==> src/core/sbp_regs_pkg.sv <==
// Package: register map, field layout and timing constants
// Function
// - Sixteen registers: base 0-7, paged 8-Fh
// - Page number field in register 7 selects page
// - Reserved registers and fields read zero
// - Pages 2 through 6 are reserved
// - Six-bit node address set by self-ID
// - Root flag cleared by bus reset, set by tree-ID
// - Cable power flag mirrors sense input
// - Root holdoff kept across bus resets
// - Long reset request waits, then 166 us reset
// - Gap setting, 3Fh after two idle resets
// - Extended field 111b, port count 00010b
// - Speed capability reads 010b
// - Repeater delay field reads zero
// - Repeater jitter field reads zero
// - Self-ID link bit is control AND status
// - Link-active control set by hardware reset
// - Link interface governed by power status only
// - Contender bit from pin, to self-ID bit 20
// - Power class from pins, self-ID bits 21-23
// - Resume enable gates resume event, and wake from all flags but port event
// - Short reset request starts 1.30 us reset
// - Config timeout flag, write one clears
// - State timeout flag, also forces bus reset
// - Port event flag, wakes inactive link
package sbp_regs_pkg;
   // ------------------------------------------------------------
   // Register offsets
   // ------------------------------------------------------------
   localparam logic [3:0] ADDR_NODE_ID_STATUS = 4'h0;
   localparam logic [3:0] ADDR_RESET_GAP_CONTROL = 4'h1;
   localparam logic [3:0] ADDR_PORT_CAPABILITY = 4'h2;
   localparam logic [3:0] ADDR_SPEED_DELAY_INFO = 4'h3;
   localparam logic [3:0] ADDR_LINK_POWER_CONFIG = 4'h4;
   localparam logic [3:0] ADDR_INTERRUPT_ARB_CONTROL = 4'h5;
   localparam logic [3:0] ADDR_RESERVED_SLOT = 4'h6;
   localparam logic [3:0] ADDR_PAGE_PORT_SELECT = 4'h7;
   // ------------------------------------------------------------
   // Field layout (bit 0 is the register MSB)
   // ------------------------------------------------------------
   localparam int BIT_ROOT = 6;
   localparam int BIT_CABLE_POWER = 7;
   localparam int BIT_ROOT_HOLDOFF = 0;
   localparam int BIT_LONG_RESET = 1;
   localparam int BIT_LINK_ACTIVE = 0;
   localparam int BIT_CONTENDER = 1;
   localparam int BIT_RESUME_IE = 0;
   localparam int BIT_SHORT_RESET = 1;
   localparam int BIT_CONFIG_TO = 2;
   localparam int BIT_CABLE_DROP = 3;
   localparam int BIT_STATE_TO = 4;
   localparam int BIT_PORT_EVENT = 5;
   localparam int BIT_ACCEL_ARB = 6;
   localparam int BIT_MULTI_SPEED = 7;
   localparam int PAGE_LSB = 5;
   localparam int PORT_SEL_MASK_W = 4;
   // ------------------------------------------------------------
   // Fixed values and reset values
   // ------------------------------------------------------------
   localparam logic [2:0] EXTENDED_SET = 3'h7;
   localparam logic [4:0] PORT_COUNT = 5'h02;
   localparam logic [2:0] SPEED_S400 = 3'h2;
   localparam logic [3:0] REPEATER_DELAY = 4'h0;
   localparam logic [2:0] REPEATER_JITTER = 3'h0;
   localparam logic [5:0] GAP_DEFAULT = 6'h3F;
   localparam logic [2:0] FIRST_RSVD_PAGE = 3'h2;
   localparam logic [2:0] LAST_RSVD_PAGE = 3'h6;
   localparam logic [7:0] ZERO_BYTE = 8'h00;
   // ------------------------------------------------------------
   // Bus reset timing
   // ------------------------------------------------------------
   localparam int CLK_PERIOD_PS = 25000;
   localparam int LONG_RESET_PS = 166000000;
   localparam int SHORT_RESET_PS = 1300000;
   localparam int LONG_RESET_CYCLES = LONG_RESET_PS / CLK_PERIOD_PS;
   localparam int SHORT_RESET_CYCLES =
      (SHORT_RESET_PS + CLK_PERIOD_PS - 1) / CLK_PERIOD_PS;
endpackage

==> src/core/sbp_bus_reset_timer.sv <==
// Bus reset generator: runs one long or short reset pulse
`timescale 1ns/1ps
module sbp_bus_reset_timer
#(
   parameter int LONG_CYCLES = sbp_regs_pkg::LONG_RESET_CYCLES,
   parameter int SHORT_CYCLES = sbp_regs_pkg::SHORT_RESET_CYCLES
)
(
   // Clock and reset
   input wire logic clk,
   input wire logic rst_n,
   // Requests
   input wire logic start_long,
   input wire logic start_short,
   // Status
   output logic active,
   output logic done
);
   typedef enum logic [1:0] {SBR_IDLE, SBR_RUN, SBR_END} sbr_state_t;
   sbr_state_t state;
   logic [22:0] count;

   assign active = (state == SBR_RUN);
   assign done = (state == SBR_END);

   always_ff @(posedge clk or negedge rst_n)
   begin
      if (!rst_n)
      begin
         state <= SBR_IDLE;
         count <= '0;
      end
      else
      begin
         unique case (state)
            SBR_IDLE:
            begin
               // Long wins: a short request merged into a long is harmless
               if (start_long)
               begin
                  count <= 23'(LONG_CYCLES - 1);
                  state <= SBR_RUN;
               end
               else if (start_short)
               begin
                  count <= 23'(SHORT_CYCLES - 1);
                  state <= SBR_RUN;
               end
            end
            SBR_RUN:
            begin
               if (count == '0)
                  state <= SBR_END;
               else
                  count <= count - 23'h1;
            end
            SBR_END:
               state <= SBR_IDLE;
         endcase
      end
   end
endmodule

==> src/core/sbp_base_regs.sv <==
// Base register bank of the serial bus physical layer section
//
// Strobed register access was left to the implementer.
`timescale 1ns/1ps
module sbp_base_regs
#(
   parameter int LONG_CYCLES = sbp_regs_pkg::LONG_RESET_CYCLES,
   parameter int SHORT_CYCLES = sbp_regs_pkg::SHORT_RESET_CYCLES
)
(
   // Clock and reset
   input wire logic SYS_CLK,
   input wire logic RESET_N,
   // Register port
   input wire logic [3:0] ADDR,
   input wire logic [7:0] WDATA,
   input wire logic WR,
   input wire logic RD,
   output logic [7:0] RDATA,
   // Paged window data from page logic
   input wire logic [7:0] PAGE_RDATA,
   output logic PAGE_WR,
   // Pins
   input wire logic CABLE_POWER_SENSE,
   input wire logic LINK_POWER_STATUS,
   input wire logic BUS_MANAGER_CANDIDATE_PIN,
   input wire logic [2:0] POWER_CLASS_PINS,
   output logic LINK_WAKE_OUTPUT,
   // Arbitration events
   input wire logic SELF_ID_DONE,
   input wire logic [5:0] SELF_ID_ADDR,
   input wire logic TREE_ID_ROOT,
   input wire logic CONFIG_PACKET,
   input wire logic [5:0] CONFIG_GAP,
   input wire logic CONFIG_TIMEOUT,
   input wire logic STATE_TIMEOUT,
   input wire logic PORT_CHANGE,
   input wire logic RESUME_START,
   input wire logic LINE_BUSY,
   // Self-ID fields and arbitration controls
   output logic SELF_ID_LINK_ACTIVE,
   output logic SELF_ID_CONTENDER,
   output logic [2:0] SELF_ID_POWER_CLASS,
   output logic [5:0] GAP_COUNT,
   output logic ROOT_HOLDOFF,
   output logic ACCEL_ARB,
   output logic MULTI_SPEED,
   output logic LINK_IF_ENABLE,
   output logic BUS_RESET_ACTIVE,
   output logic NODE_ADDR_VALID,
   output logic [2:0] PORT_SELECT
);
   // ------------------------------------------------------------
   // Reset release and pin synchronisers
   // ------------------------------------------------------------
   logic rst_meta, rst_n;
   logic [5:0] pin_meta, pin_sync;
   logic cable_power_flag, link_power_status, cable_power_prev;
   logic strap_pending;
   logic [1:0] strap_wait;

   always_ff @(posedge SYS_CLK or negedge RESET_N)
   begin
      if (!RESET_N)
      begin
         rst_meta <= 1'b0;
         rst_n <= 1'b0;
      end
      else
      begin
         rst_meta <= 1'b1;
         rst_n <= rst_meta;
      end
   end

   always_ff @(posedge SYS_CLK or negedge rst_n)
   begin
      if (!rst_n)
      begin
         pin_meta <= '0;
         pin_sync <= '0;
      end
      else
      begin
         pin_meta <= {CABLE_POWER_SENSE, LINK_POWER_STATUS,
                      BUS_MANAGER_CANDIDATE_PIN, POWER_CLASS_PINS};
         pin_sync <= pin_meta;
      end
   end

   assign cable_power_flag = pin_sync[5];
   assign link_power_status = pin_sync[4];
   assign LINK_IF_ENABLE = link_power_status;

   // ------------------------------------------------------------
   // Register state
   // ------------------------------------------------------------
   logic [5:0] node_address_field;
   logic root;
   logic root_holdoff, long_reset_request, short_reset_request;
   logic [5:0] gap;
   logic gap_touched;
   logic link_active_control, contender;
   logic [2:0] power_class;
   logic resume_interrupt_enable;
   logic config_timeout_flag, cable_power_drop_flag;
   logic state_timeout_flag, port_event_flag;
   logic accel_arb, multi_speed;
   logic [2:0] page;
   logic [3:0] port_sel;
   logic addr_valid;
   logic link_active;
   logic bus_reset_done, bus_reset_active;
   logic start_long, start_short;

   function automatic logic wr_at(input logic [3:0] a);
      wr_at = WR && (ADDR == a);
   endfunction

   function automatic logic clear_bit(input int pos);
      clear_bit = wr_at(sbp_regs_pkg::ADDR_INTERRUPT_ARB_CONTROL)
                  && WDATA[7 - pos];
   endfunction

   assign PAGE_WR = WR && ADDR[3];
   assign link_active = link_active_control && link_power_status;

   // ------------------------------------------------------------
   // Bus reset sequencing
   // ------------------------------------------------------------
   // Long request waits for line idle; state timeout forces a reset
   assign start_long = !bus_reset_active && !bus_reset_done
                       && ((long_reset_request && !LINE_BUSY)
                           || STATE_TIMEOUT);
   assign start_short = !bus_reset_active && !bus_reset_done
                        && short_reset_request && !LINE_BUSY;

   sbp_bus_reset_timer #(
      .LONG_CYCLES(LONG_CYCLES),
      .SHORT_CYCLES(SHORT_CYCLES)
   ) u_timer (
      .clk(SYS_CLK),
      .rst_n(rst_n),
      .start_long(start_long),
      .start_short(start_short),
      .active(bus_reset_active),
      .done(bus_reset_done)
   );

   assign BUS_RESET_ACTIVE = bus_reset_active;

   // ------------------------------------------------------------
   // Identity and root
   // ------------------------------------------------------------
   always_ff @(posedge SYS_CLK or negedge rst_n)
   begin
      if (!rst_n)
      begin
         node_address_field <= '0;
         NODE_ADDR_VALID <= 1'b0;
      end
      else if (bus_reset_active)
         NODE_ADDR_VALID <= 1'b0;
      else if (SELF_ID_DONE)
      begin
         node_address_field <= SELF_ID_ADDR;
         NODE_ADDR_VALID <= 1'b1;
      end
   end

   always_ff @(posedge SYS_CLK or negedge rst_n)
   begin
      if (!rst_n)
         root <= 1'b0;
      else if (bus_reset_active)
         root <= 1'b0;
      else if (TREE_ID_ROOT)
         root <= 1'b1;
   end

   // ------------------------------------------------------------
   // Reset requests and root holdoff
   // ------------------------------------------------------------
   always_ff @(posedge SYS_CLK or negedge rst_n)
   begin
      if (!rst_n)
      begin
         root_holdoff <= 1'b0;
         long_reset_request <= 1'b0;
      end
      else
      begin
         if (wr_at(sbp_regs_pkg::ADDR_RESET_GAP_CONTROL))
            root_holdoff <= WDATA[7 - sbp_regs_pkg::BIT_ROOT_HOLDOFF];
         if (bus_reset_active)
            long_reset_request <= 1'b0;
         else if (wr_at(sbp_regs_pkg::ADDR_RESET_GAP_CONTROL))
            long_reset_request <= WDATA[7 - sbp_regs_pkg::BIT_LONG_RESET];
      end
   end

   always_ff @(posedge SYS_CLK or negedge rst_n)
   begin
      if (!rst_n)
         short_reset_request <= 1'b0;
      else if (bus_reset_active)
         short_reset_request <= 1'b0;
      else if (wr_at(sbp_regs_pkg::ADDR_INTERRUPT_ARB_CONTROL))
         short_reset_request <= WDATA[7 - sbp_regs_pkg::BIT_SHORT_RESET];
   end

   // ------------------------------------------------------------
   // Gap count
   // ------------------------------------------------------------
   // Two finished resets with no update in between restore the default
   always_ff @(posedge SYS_CLK or negedge rst_n)
   begin
      if (!rst_n)
      begin
         gap <= sbp_regs_pkg::GAP_DEFAULT;
         gap_touched <= 1'b0;
      end
      else if (wr_at(sbp_regs_pkg::ADDR_RESET_GAP_CONTROL))
      begin
         gap <= WDATA[5:0];
         gap_touched <= 1'b1;
      end
      else if (CONFIG_PACKET)
      begin
         gap <= CONFIG_GAP;
         gap_touched <= 1'b1;
      end
      else if (bus_reset_done)
      begin
         // The reset after an update keeps it, the next one restores
         gap_touched <= 1'b0;
         if (!gap_touched)
            gap <= sbp_regs_pkg::GAP_DEFAULT;
      end
   end

   // ------------------------------------------------------------
   // Link power and self-ID configuration
   // ------------------------------------------------------------
   always_ff @(posedge SYS_CLK or negedge rst_n)
   begin
      if (!rst_n)
      begin
         link_active_control <= 1'b1;
         strap_pending <= 1'b1;
         strap_wait <= '1;
         contender <= 1'b0;
         power_class <= '0;
      end
      // Two edges for the pin synchronisers to fill after release
      else if (strap_wait[0])
         strap_wait <= {1'b0, strap_wait[1]};
      else if (strap_pending)
      begin
         // Straps caught once the synchronisers hold real pin levels
         strap_pending <= 1'b0;
         contender <= pin_sync[3];
         power_class <= pin_sync[2:0];
      end
      else if (wr_at(sbp_regs_pkg::ADDR_LINK_POWER_CONFIG))
      begin
         link_active_control <= WDATA[7 - sbp_regs_pkg::BIT_LINK_ACTIVE];
         contender <= WDATA[7 - sbp_regs_pkg::BIT_CONTENDER];
         power_class <= WDATA[2:0];
      end
   end

   // ------------------------------------------------------------
   // Interrupt flags, enables and page select
   // ------------------------------------------------------------
   // Hardware set beats a same-cycle write-one clear
   always_ff @(posedge SYS_CLK or negedge rst_n)
   begin
      if (!rst_n)
      begin
         config_timeout_flag <= 1'b0;
         cable_power_drop_flag <= 1'b1;
         state_timeout_flag <= 1'b0;
         port_event_flag <= 1'b0;
         cable_power_prev <= 1'b0;
      end
      else
      begin
         cable_power_prev <= cable_power_flag;
         if (CONFIG_TIMEOUT)
            config_timeout_flag <= 1'b1;
         else if (clear_bit(sbp_regs_pkg::BIT_CONFIG_TO))
            config_timeout_flag <= 1'b0;
         if (cable_power_prev && !cable_power_flag)
            cable_power_drop_flag <= 1'b1;
         else if (clear_bit(sbp_regs_pkg::BIT_CABLE_DROP))
            cable_power_drop_flag <= 1'b0;
         if (STATE_TIMEOUT)
            state_timeout_flag <= 1'b1;
         else if (clear_bit(sbp_regs_pkg::BIT_STATE_TO))
            state_timeout_flag <= 1'b0;
         if (PORT_CHANGE || (RESUME_START && resume_interrupt_enable))
            port_event_flag <= 1'b1;
         else if (clear_bit(sbp_regs_pkg::BIT_PORT_EVENT))
            port_event_flag <= 1'b0;
      end
   end

   always_ff @(posedge SYS_CLK or negedge rst_n)
   begin
      if (!rst_n)
      begin
         resume_interrupt_enable <= 1'b0;
         accel_arb <= 1'b0;
         multi_speed <= 1'b0;
         page <= '0;
         port_sel <= '0;
      end
      else
      begin
         if (wr_at(sbp_regs_pkg::ADDR_INTERRUPT_ARB_CONTROL))
         begin
            resume_interrupt_enable <=
               WDATA[7 - sbp_regs_pkg::BIT_RESUME_IE];
            accel_arb <= WDATA[7 - sbp_regs_pkg::BIT_ACCEL_ARB];
            multi_speed <= WDATA[7 - sbp_regs_pkg::BIT_MULTI_SPEED];
         end
         if (wr_at(sbp_regs_pkg::ADDR_PAGE_PORT_SELECT))
         begin
            page <= WDATA[7:sbp_regs_pkg::PAGE_LSB];
            port_sel <= WDATA[sbp_regs_pkg::PORT_SEL_MASK_W-1:0];
         end
      end
   end

   // Wake line: port event alone, others need the resume enable
   always_ff @(posedge SYS_CLK or negedge rst_n)
   begin
      if (!rst_n)
         LINK_WAKE_OUTPUT <= 1'b0;
      else
         LINK_WAKE_OUTPUT <= !link_active
            && (port_event_flag
                || (resume_interrupt_enable
                    && (config_timeout_flag || cable_power_drop_flag
                        || state_timeout_flag)));
   end

   // ------------------------------------------------------------
   // Outputs to arbitration and self-ID
   // ------------------------------------------------------------
   assign SELF_ID_LINK_ACTIVE = link_active;
   assign SELF_ID_CONTENDER = contender;
   assign SELF_ID_POWER_CLASS = power_class;
   assign GAP_COUNT = gap;
   assign ROOT_HOLDOFF = root_holdoff;
   assign ACCEL_ARB = accel_arb;
   assign MULTI_SPEED = multi_speed;
   assign PORT_SELECT = port_sel[2:0];

   // ------------------------------------------------------------
   // Read path
   // ------------------------------------------------------------
   // Reserved pages and slots return zero
   assign addr_valid = !(page >= sbp_regs_pkg::FIRST_RSVD_PAGE
                         && page <= sbp_regs_pkg::LAST_RSVD_PAGE);

   always_ff @(posedge SYS_CLK or negedge rst_n)
   begin
      if (!rst_n)
         RDATA <= sbp_regs_pkg::ZERO_BYTE;
      else if (!RD)
         RDATA <= sbp_regs_pkg::ZERO_BYTE;
      else if (ADDR[3])
         RDATA <= addr_valid ? PAGE_RDATA : sbp_regs_pkg::ZERO_BYTE;
      else
      begin
         unique case (ADDR[2:0])
            sbp_regs_pkg::ADDR_NODE_ID_STATUS[2:0]:
               RDATA <= {node_address_field, root, cable_power_flag};
            sbp_regs_pkg::ADDR_RESET_GAP_CONTROL[2:0]:
               RDATA <= {root_holdoff, long_reset_request, gap};
            sbp_regs_pkg::ADDR_PORT_CAPABILITY[2:0]:
               RDATA <= {sbp_regs_pkg::EXTENDED_SET,
                         sbp_regs_pkg::PORT_COUNT};
            sbp_regs_pkg::ADDR_SPEED_DELAY_INFO[2:0]:
               RDATA <= {sbp_regs_pkg::SPEED_S400, 1'b0,
                         sbp_regs_pkg::REPEATER_DELAY};
            sbp_regs_pkg::ADDR_LINK_POWER_CONFIG[2:0]:
               RDATA <= {link_active_control, contender,
                         sbp_regs_pkg::REPEATER_JITTER,
                         power_class};
            sbp_regs_pkg::ADDR_INTERRUPT_ARB_CONTROL[2:0]:
               RDATA <= {resume_interrupt_enable, short_reset_request,
                         config_timeout_flag, cable_power_drop_flag,
                         state_timeout_flag, port_event_flag,
                         accel_arb, multi_speed};
            sbp_regs_pkg::ADDR_RESERVED_SLOT[2:0]:
               RDATA <= sbp_regs_pkg::ZERO_BYTE;
            sbp_regs_pkg::ADDR_PAGE_PORT_SELECT[2:0]:
               RDATA <= {page, 1'b0, port_sel};
         endcase
      end
   end

   // ------------------------------------------------------------
   // Checks
   // ------------------------------------------------------------
   a_root_bus_clear: assert property (@(posedge SYS_CLK) disable iff (!rst_n)
      bus_reset_active |=> !root)
      else $error("root flag survived bus reset");
   a_short_req_clear: assert property (@(posedge SYS_CLK)
      disable iff (!rst_n) bus_reset_active |=> !short_reset_request)
      else $error("short reset request not cleared");
   a_long_req_clear: assert property (@(posedge SYS_CLK)
      disable iff (!rst_n) bus_reset_active |=> !long_reset_request)
      else $error("long reset request not cleared");
   a_link_bit_and: assert property (@(posedge SYS_CLK) disable iff (!rst_n)
      SELF_ID_LINK_ACTIVE == (link_active_control && link_power_status))
      else $error("self-ID link bit wrong");
   a_timeout_resets: assert property (@(posedge SYS_CLK)
      disable iff (!rst_n) STATE_TIMEOUT && !bus_reset_active
      && !bus_reset_done |=> bus_reset_active)
      else $error("state timeout gave no bus reset");
   a_cto_set_wins: assert property (@(posedge SYS_CLK) disable iff (!rst_n)
      CONFIG_TIMEOUT |=> config_timeout_flag)
      else $error("config timeout flag lost");
   a_pei_wake: assert property (@(posedge SYS_CLK) disable iff (!rst_n)
      port_event_flag && !link_active |=> LINK_WAKE_OUTPUT)
      else $error("wake missing on port event");
   a_rsvd_page_zero: assert property (@(posedge SYS_CLK)
      disable iff (!rst_n) RD && ADDR[3] && !addr_valid
      |=> RDATA == sbp_regs_pkg::ZERO_BYTE)
      else $error("reserved page read nonzero");
   a_caps_fixed: assert property (@(posedge SYS_CLK) disable iff (!rst_n)
      RD && ADDR == sbp_regs_pkg::ADDR_PORT_CAPABILITY
      |=> RDATA == 8'hE2)
      else $error("capability register wrong");
   a_speed_fixed: assert property (@(posedge SYS_CLK) disable iff (!rst_n)
      RD && ADDR == sbp_regs_pkg::ADDR_SPEED_DELAY_INFO
      |=> RDATA == 8'h40)
      else $error("speed register wrong");
endmodule

==> config.mk <==
export PLATFORM = sky130hd
export DESIGN_NAME = sbp_base_regs
export DESIGN_NICKNAME = d
export VERILOG_FILES = /design/src/core/sbp_regs_pkg.sv /design/src/core/sbp_bus_reset_timer.sv /design/src/core/sbp_base_regs.sv
export SDC_FILE = /design/constraint.sdc
export NUM_CORES = 1
export LEC_CHECK = 0
export ABC_CLOCK_PERIOD_IN_PS = 6100
export BUFFER_PORTS_ARGS = -buffer_cell sky130_fd_sc_hd__buf_4
export CORE_MARGIN = 2
export CORE_UTILIZATION = 40
export DETAILED_ROUTE_END_ITERATION = 12
export HOLD_SLACK_MARGIN = 0.12
export PLACE_DENSITY = 0.65
export RECOVER_POWER = 50
export SKIP_CTS_REPAIR_TIMING = 1
export SLEW_MARGIN = 10
export SYNTH_ARGS = -nofsm -noshare
export SYNTH_HDL_FRONTEND = slang
export SYNTH_SLANG_ARGS = --single-unit
==> constraint.sdc <==
create_clock -name SYS_CLK -period 6.1 [get_ports SYS_CLK]
set_input_delay 0.305 -clock SYS_CLK [delete_from_list [all_inputs] [get_ports SYS_CLK]]
set_output_delay 0.305 -clock SYS_CLK [all_outputs]
set_load 0.02 [all_outputs]
-- Yosys cells after proc, flatten, opt, wreduce, memory -nomap -nowiden
Cells that the tools add are included.
- register bits after elaboration: 89
- input port bits: 50
- output and inout port bits: 30
- logic and storage cells: 145
- $add $sub $neg: 1
- $lt $le $gt $ge: 2
- eq/ne operators: 17
- muxes and demuxes: 40
- bitwise operators: 3
- reductions and logical operators: 50
- operators by type and width (cell ; count):
    $mux W23 ; 3
    $pmux W8 S8 ; 1
    $pmux W23 S2 ; 1
    $mux W6 ; 4
    $mux W8 ; 3
    $logic_not A23 Y1 ; 1
    $sub A23 B1 Y23 const B ; 1
    $mux W1 ; 22
    $logic_and A1 B1 Y1 ; 20
    $reduce_bool A2 Y1 ; 10
    $eq A3 B3 Y1 const B ; 4
    $eq A4 B3 Y1 const B ; 3
    $reduce_and A2 Y1 ; 4
    $eq A3 B2 Y1 const B ; 2
    $mux W2 ; 3
    $mux W3 ; 2
    $pmux W2 S3 ; 1
    $reduce_and A3 Y1 ; 2
    $logic_not A1 Y1 ; 5
    $logic_or A1 B1 Y1 ; 5
    $eq A4 B1 Y1 const B ; 1
    $eq A3 B1 Y1 const B ; 1
    $ge A3 B2 Y1 const B ; 1
    $le A3 B3 Y1 const B ; 1
    10 further kinds ; 12

-- Depth between registers and ports, before layout
Gate-level depths: netlist (run 1).
- depth in word-level cells: 8
- gate-level depth with buffers: 9
- depth with buffers taken out: 7

-- Cells and area by module
Synthesis (run 1) repeated with hierarchy kept, for this count alone.
- cell total of the unflattened synthesis: 417
- area, all modules: 4317.9 um^2
- modules (own cells, without submodules) (module ; instances ; cells each ; area each (um^2) ; seq. area each (um^2)):
    sbp_base_regs ; 1 ; 248 ; 2793.9 ; 1615.3
    sbp_bus_reset_timer ; 1 ; 169 ; 1524.0 ; 625.6

-- Worst setup path before layout (run 1)
OpenSTA, ideal clock, no wires.
- path type: register to register
- start: register u_timer.count[0]
- end: register u_timer.count[20]
- setup time: 0.078 ns
- arrival: 2.271 ns
- required time: 6.022 ns
- setup slack: 3.751 ns
- cell stages (with the launch flop): 8
- path buffers: 0
- clock period less this slack: 2.349 ns
- path through: dfrtp_1 inv_1 ha_1 nor4b_1 nand3_1 or3_1 or4_1 a21oi_1
- longest elaborated chain between the ends: 3
- elaborated cells on any way between the ends: 6
- classes of those cells: add/sub: 1; eq/ne: 1; mux: 2; reduce/logical: 2
- RTL lines (element ; line ; source):
    start: declaration ; sbp_bus_reset_timer.sv:21 ; logic [22:0] count;
    start signal: assignment ; sbp_bus_reset_timer.sv:41 ; count <= 23'(LONG_CYCLES - 1);
    start signal: assignment ; sbp_bus_reset_timer.sv:46 ; count <= 23'(SHORT_CYCLES - 1);
    start signal: assignment ; sbp_bus_reset_timer.sv:55 ; count <= count - 23'h1;
    $sub A23 B1 Y23 / $logic_not A23 Y1 (equally long branches) ; sbp_bus_reset_timer.sv:55, sbp_bus_reset_timer.sv:52 ;
    $mux W23 / $ne A2 B2 Y1 (equally long branches) ; - ;
    $pmux W23 S2 / $reduce_and A3 Y1 (equally long branches) ; - ;
Parallel ways exist; a longest one is shown, timed or not. The select of a mux whose other input is x is not followed.
A chain may end at the register's enable or synchronous reset.

-- Worst setup path after layout (run 1)
- start: register u_timer.count[0]
- end: register u_timer.count[4]
Same word-level chain as after synthesis.

==> results of run 1 <==
state kept, by name, summed over array words and instances, names as in the netlist, 3 cells and up:
name,count
RDATA,8
port_sel,4
node_address_field,6
page,3
u_timer.count,23
GAP_COUNT,6
SELF_ID_POWER_CLASS,3
pin_sync,6
pin_meta,6
where the power goes:
part	total (mW)	switching [mW]	internal [mW]
clock	0.393	0.229	0.164
combinational	0.634	0.376	0.259
sequential	0.799	0.0938	0.706
Yosys cell counts, types with 3 or more instances:
| cell type | number | area, sq um |
|---|---|---|
| and3_1 | 3 | 18.8 |
| o31ai_1 | 7 | 52.6 |
| or4_1 | 8 | 60.1 |
| buf_4 | 4 | 30.0 |
| and2_1 | 7 | 43.8 |
| a21boi_0 | 5 | 37.5 |
| nand4_1 | 5 | 31.3 |
| o21ai_0 | 17 | 85.1 |
| dfstp_2 | 11 | 289 |
| a31oi_1 | 3 | 18.8 |
| o221a_2 | 6 | 67.6 |
| nor3_1 | 12 | 60.1 |
| mux2i_1 | 10 | 100 |
| a22oi_1 | 3 | 22.5 |
| nand2_1 | 28 | 105 |
| clkbuf_1 | 12 | 45.0 |
| nand2b_1 | 3 | 18.8 |
| o22ai_1 | 3 | 18.8 |
| nand3b_1 | 7 | 52.6 |
| a21oi_1 | 16 | 80.1 |
| or3_1 | 9 | 56.3 |
| mux2_2 | 26 | 293 |
| nand3_1 | 7 | 35.0 |
| nor2b_1 | 6 | 37.5 |
| a21o_1 | 3 | 22.5 |
| ha_1 | 4 | 50.1 |
| inv_1 | 15 | 56.3 |
| nor2_1 | 43 | 161 |
| a311oi_1 | 5 | 43.8 |
| dfrtp_1 | 78 | 1950 |
| o41ai_1 | 3 | 26.3 |
cell usage in the layout, fill, tap and decap left out, types with 3 or more instances in the layout:
cell type,count
clkbuf_4,6
o22ai_1,3
a22oi_1,3
nor3_1,12
or4_1,8
inv_1,15
o21ai_0,17
nor2b_1,6
nand2_1,28
a21oi_1,16
a311oi_1,5
a31oi_1,3
a21o_1,3
clkbuf_8,10
mux2i_1,10
and2_1,7
and3_1,3
nand3b_1,7
mux2_2,26
or3_1,9
ha_1,4
buf_4,74
o41ai_1,3
nand3_1,7
nand4_1,5
dfrtp_1,78
o221a_2,6
dlygate4sd3_1,9
nor2_1,43
nand2b_1,3
a21boi_0,5
clkinv_4,4
dfstp_2,9
o31ai_1,7
final timing paths:
kind,cells past startpoint,from,endpoint
min in group asynchronous,2,RESET_N,rst_n
max in group asynchronous,1,rst_n,GAP_COUNT[1]
max,7,u_timer.count[0],u_timer.count[4]
max reg2reg,7,u_timer.count[0],u_timer.count[4]
min reg2reg,0,pin_meta[3],pin_sync[3]
min,3,TREE_ID_ROOT,root
metal layers:
metal	vias to the layer above	wire [um]
met1	1734	4780
met3	6	688
met4	0	98
met2	105	5260
li1	1678	-
met5	-	0
per-stage QoR:
stage,hold slack [ps],cells
after floorplan,9.41,411
after global placement,88.7,612
after detailed placement,89.0,612
after CTS,-325,628
after global routing,145,638
final,152,638
logic make-up (layout without fill, tap and decap cells):
group                      after synthesis  count (layout)
other                                    1               1
AOI/OAI and AO/OA                       96              96
muxes                                   36              36
buffers and inverters                   35             122
DFF                                     89              89
and+or+nand+nor                        150             150
adders and majority gates                4               4
final cells by class:
class	instances	area, sq um
Inverter	15	56.3
Timing Repair Buffer	91	722
Tap cell	140	175
Clock inverter	6	51.3
Clock buffer	10	138
Sequential cell	89	2240
Fill cell	990	5380
Multi-Input combinational cell	287	1930
worst max-delay path, cell delays in order (launching register included):
cell     delay (ps)
dfrtp_1         420
inv_1            90
ha_1            210
nor4b_1         530
nand3_1         360
o31ai_1         670
nor3b_1         160
a211o_1         330
==> metrics.cfg, run 1 <==
[synth]
synth_area_sq_um = 4350
synth_compound_area_share_pct = 16.4
async_reset_ff_share_pct = 100
synth-xor-area-share_pct = 0
synth_top_family_by_area = simple AND/OR/NAND/NOR gates
synthMuxAreaShare_pct = 9.04
yosysWarnings = 0
avgSynthCellArea_sq_um = 10.6
synth_adder_area_share_pct = 1.15
yosysUniqueCellTypes = 62
ys_seq_area_share_pct = 51.6
synth_edf_count = 0
syn_nets = 465
synth_top_flop_cell = dfrtp_1
netlist_instances = 411
ys_ff_latch = 89
synth_simple_gate_area_share_pct = 17.9

[cts]
htree_levels = 3
clockBufferDepth = 2
cts_sinks = 89
cts_tree = done
root_buffer = clkbuf_8
clk_pin_slew_worst_paths_ps = 100
cts_made_buffers = 9
clk-insertion-delay-late_ps = 370

[sta]
report.final.hold_viol_count = 0
finalCritPeriodShare_pct = 47.0
rsz0062_at_grt = no
fmax_mhz = 349
setup-violations-final = 0
finalWorstSetupSlack_ps = 3230
drv_slew = 0
tightest_slew_ps = 1120
fin_tns_setup_ps = 0
period_minus_slack_ps = 2870
slew_headroom_pct = 24.5
finalClockSkew_ps = 15.3

[worst_setup_path]
worstPathArrival_ps = 3110
worstSetupPathType = flip-flop to flip-flop
path_max_fanout = 7
crit_required_ps = 6350
cp-end-kind = flip-flop
rrSetupSlack_ps = 3230
startpoint_type = flip-flop

[place]
dp_hpwl_mm = 7.57
gp_congestion = 0.849
placed_area_sq_um = 5020
pre_cts_slack_ps = 3270
io_buffers = 79

[layout]
area_growth_pct = 22.4
antenna_cells = 0
design_area_sq_um = 5320
final_core_util_pct = 49.7
final_nets = 547
drive_gt1_share_pct = 29.5

[routing]
vias_per_cell = 5.52
firstDrtPassIters = 6
wirelength_mm = 10.8
wl_per_cell_um = 17.0
drt_iter0_drc = 178
drtAntennaViolNets = 0
drc = 0
vias = 3523

[die]
ioPinCount = 80
std_cell_rows = 38
coreArea_sq_um = 10700
dieHeight_um = 108
initial_core_util_pct = 40.6
die_x_um = 108
dieArea_sq_um = 11700

[grt]
grt_first_pass_wirelength_mm = 17.4
grt_pass1_vias = 3444
antenna_found_initial = 0
grt_overflow_total = 0
use_met3_pct = 4.52
met2_usage_pct = 31.9
grtUsageMet1_pct = 25.2
gr-usage-all-layers_pct = 19.1
grt_max_degree = 88
busiest_layer = met2

[status]
status = finished, final reports clean

[power_and_ir_drop]
power_mw = 1.83
p_leak_nw = 2.33
power_density_nw_per_um2 = 343
vdd_drop_max_uv = 130

[flow_run]
max-cap-violations = 0

[min_path]
hp-class = input pin to flip-flop

Note: power is estimated with default switching activity, not from simulation.
==> inputs of run 2 (changes only) <==
- ABC_CLOCK_PERIOD_IN_PS: 6100 -> 2700
- clock period: 6.1 -> 2.7 ns (I/O delays scaled with it)
==> run 2 against run 1 <==
Core utilization grew 3.6 points. Hold slack worse by 61 ps. Design area increased by 7.2%. Total power rose by 130%. Die area unchanged. Non-clock buffer count rose by 43. Sequential share of layout area down 2.8 points. Final cell count is 6.6% higher. Critical endpoint is now u_timer.count[13].
==> metrics.cfg, run 2 (same netlist as run 1, synthesis figures left out) <==
[status]
status = finished, final reports clean

[min_path]
whs_path_depth = 4
hp-class = input pin to flip-flop
worstHoldStart = PAGE_RDATA[4]
holdPathEnd = RDATA[4]

[grt]
grt_overflow_total = 0
grt_max_degree = 66
gr-usage-all-layers_pct = 18.6
grt_pass1_vias = 3396
antenna_found_initial = 0
grt_first_pass_wirelength_mm = 16.8

[sta]
drv_slew = 0
finalClockSkew_ps = 11.4
report.final.hold_viol_count = 0
finalWorstSetupSlack_ps = 305
period_minus_slack_ps = 2400
setup-violations-final = 0
fmax_mhz = 417
fin_tns_setup_ps = 0
tightest_slew_ps = 903
finalCritPeriodShare_pct = 88.7
whs_ps = 90.3
slew_headroom_pct = 39.8
rsz0062_at_grt = no

[worst_setup_path]
path_max_fanout = 23
rr_worst_depth = 7
r2r_end = u_timer.count[13]
worstSetupPathType = flip-flop to flip-flop
worstPathArrival_ps = 2690
crit_required_ps = 2990
r2r-start = u_timer.state[0]
startpoint_type = flip-flop
rrSetupSlack_ps = 300
cp-end-kind = flip-flop

[power_and_ir_drop]
share_comb_of_total_power_pct = 36.2
p_leak_nw = 2.51
switchingPower_mw = 1.54
seq_power_share_pct = 42.3
p_int_mw = 2.71
clock_power_share_pct = 21.5
vdd_drop_max_uv = 307
sw_frac_of_total_pct = 36.3
power_density_nw_per_um2 = 746

[routing]
drt_iter0_drc = 178
wirelength_mm = 11.1
wl_met2_mm = 5.33
wl_met1_mm = 4.87
top_layer = met4
drtAntennaViolNets = 0
wl_met3_um = 624
drc = 0
vias_per_cell = 5.43
wl_per_cell_um = 16.3
vias = 3694
firstDrtPassIters = 4

[die]
ioPinCount = 80
coreArea_sq_um = 10700
dieArea_sq_um = 11700
initial_core_util_pct = 40.6
std_cell_rows = 38
die_x_um = 108
dieHeight_um = 108

[layout]
top_regs = u_timer.count x23, RDATA x8
area_growth_pct = 31.2
n_fill_cell = 943
design_area_sq_um = 5700
antenna_cells = 0
final_core_util_pct = 53.3
ff_latch_area_sq_um = 2240
final_nets = 590
final_cell_mix = buf_4 (84), dfrtp_1 (78), nor2_1 (43)
multi_input_area_sq_um = 1930
largest-register = u_timer.count
drive_gt1_share_pct = 28.9
final_common_cell = buf_4
largest_reg_flops = 23

[cts]
cts_made_buffers = 9
cts_tree = done
clockBufferDepth = 2
clk-insertion-delay-late_ps = 370
root_buffer = clkbuf_8
cts_sinks = 89
clk_pin_slew_worst_paths_ps = 90
htree_levels = 3

[place]
dp_hpwl_mm = 7.75
placed_area_sq_um = 5120
pre_cts_slack_ps = 342
io_buffers = 79
gp_congestion = 0.886

[flow_run]
max-cap-violations = 0

[run 2: changes by cell type in the layout (fill, tap and decap cells not counted), moves of 2 or more]
cell / previous run / this run
clkbuf_4: 6 / 8
buf_4: 74 / 84
clkinv_4: 4 / 0
clkbuf_1: 1 / 3
dlygate4sd3_1: 9 / 41
[run 2: cell type report]
cell class,count,area share (%)
flip-flops and latches,89,39.3
multi-input cells,287,33.9
repair buffers,134,19.4
well taps,140,3.07
clock buffers,12,2.55
inverters,15,0.988
clock inverters,3,0.746
[run 2: power by group through the flow]
stage	registers, mW	logic [mW]	clock network (mW)
2_1_floorplan	1.84	1.01	0
3_3_place_gp	1.81	1.45	0
3_5_place_dp	1.83	1.49	0
4_1_cts	1.80	1.50	0.938
5_1_grt	1.83	1.69	0.987
6_report	1.80	1.54	0.916
[run 2: stage by stage]
stage	instances	total power [mW]
4_1_cts	639	4.23
3_5_place_dp	624	3.31
5_1_grt	680	4.51
3_3_place_gp	624	3.27
2_1_floorplan	411	2.85
6_report	680	4.25
[run 2: routing by layer]
| metal | GRT usage, % | vias to the layer above |
|---|---|---|
| met4 | 6.96 | 0 |
| met3 | 4.82 | 18 |
| li1 | - | 1758 |
| met5 | 0 | - |
| met1 | 24.2 | 1806 |
| met2 | 29.9 | 112 |
[run 2: worst max-delay path by stage]
stage / cells after the start / start / slack (ps) / to
6_report: 7 / u_timer.state[0] / 300 / u_timer.count[13]
5_1_grt: 7 / u_timer.count[0] / 110 / u_timer.count[20]
4_1_cts: 7 / u_timer.state[0] / 310 / u_timer.count[13]
3_5_place_dp: 7 / u_timer.count[0] / 340 / u_timer.count[20]
3_3_place_gp: 7 / u_timer.count[0] / 380 / u_timer.count[20]
2_1_floorplan: 0 / rst_n / 60 / ACCEL_ARB
[run 2: critical path, cell delays in order, from the launching register on]
cell and delay [ps]:
dfrtp_1 380, inv_1 70, ha_1 370, o311ai_2 420
o311ai_2 170, buf_4 230, or4_1 510, a21oi_1 150
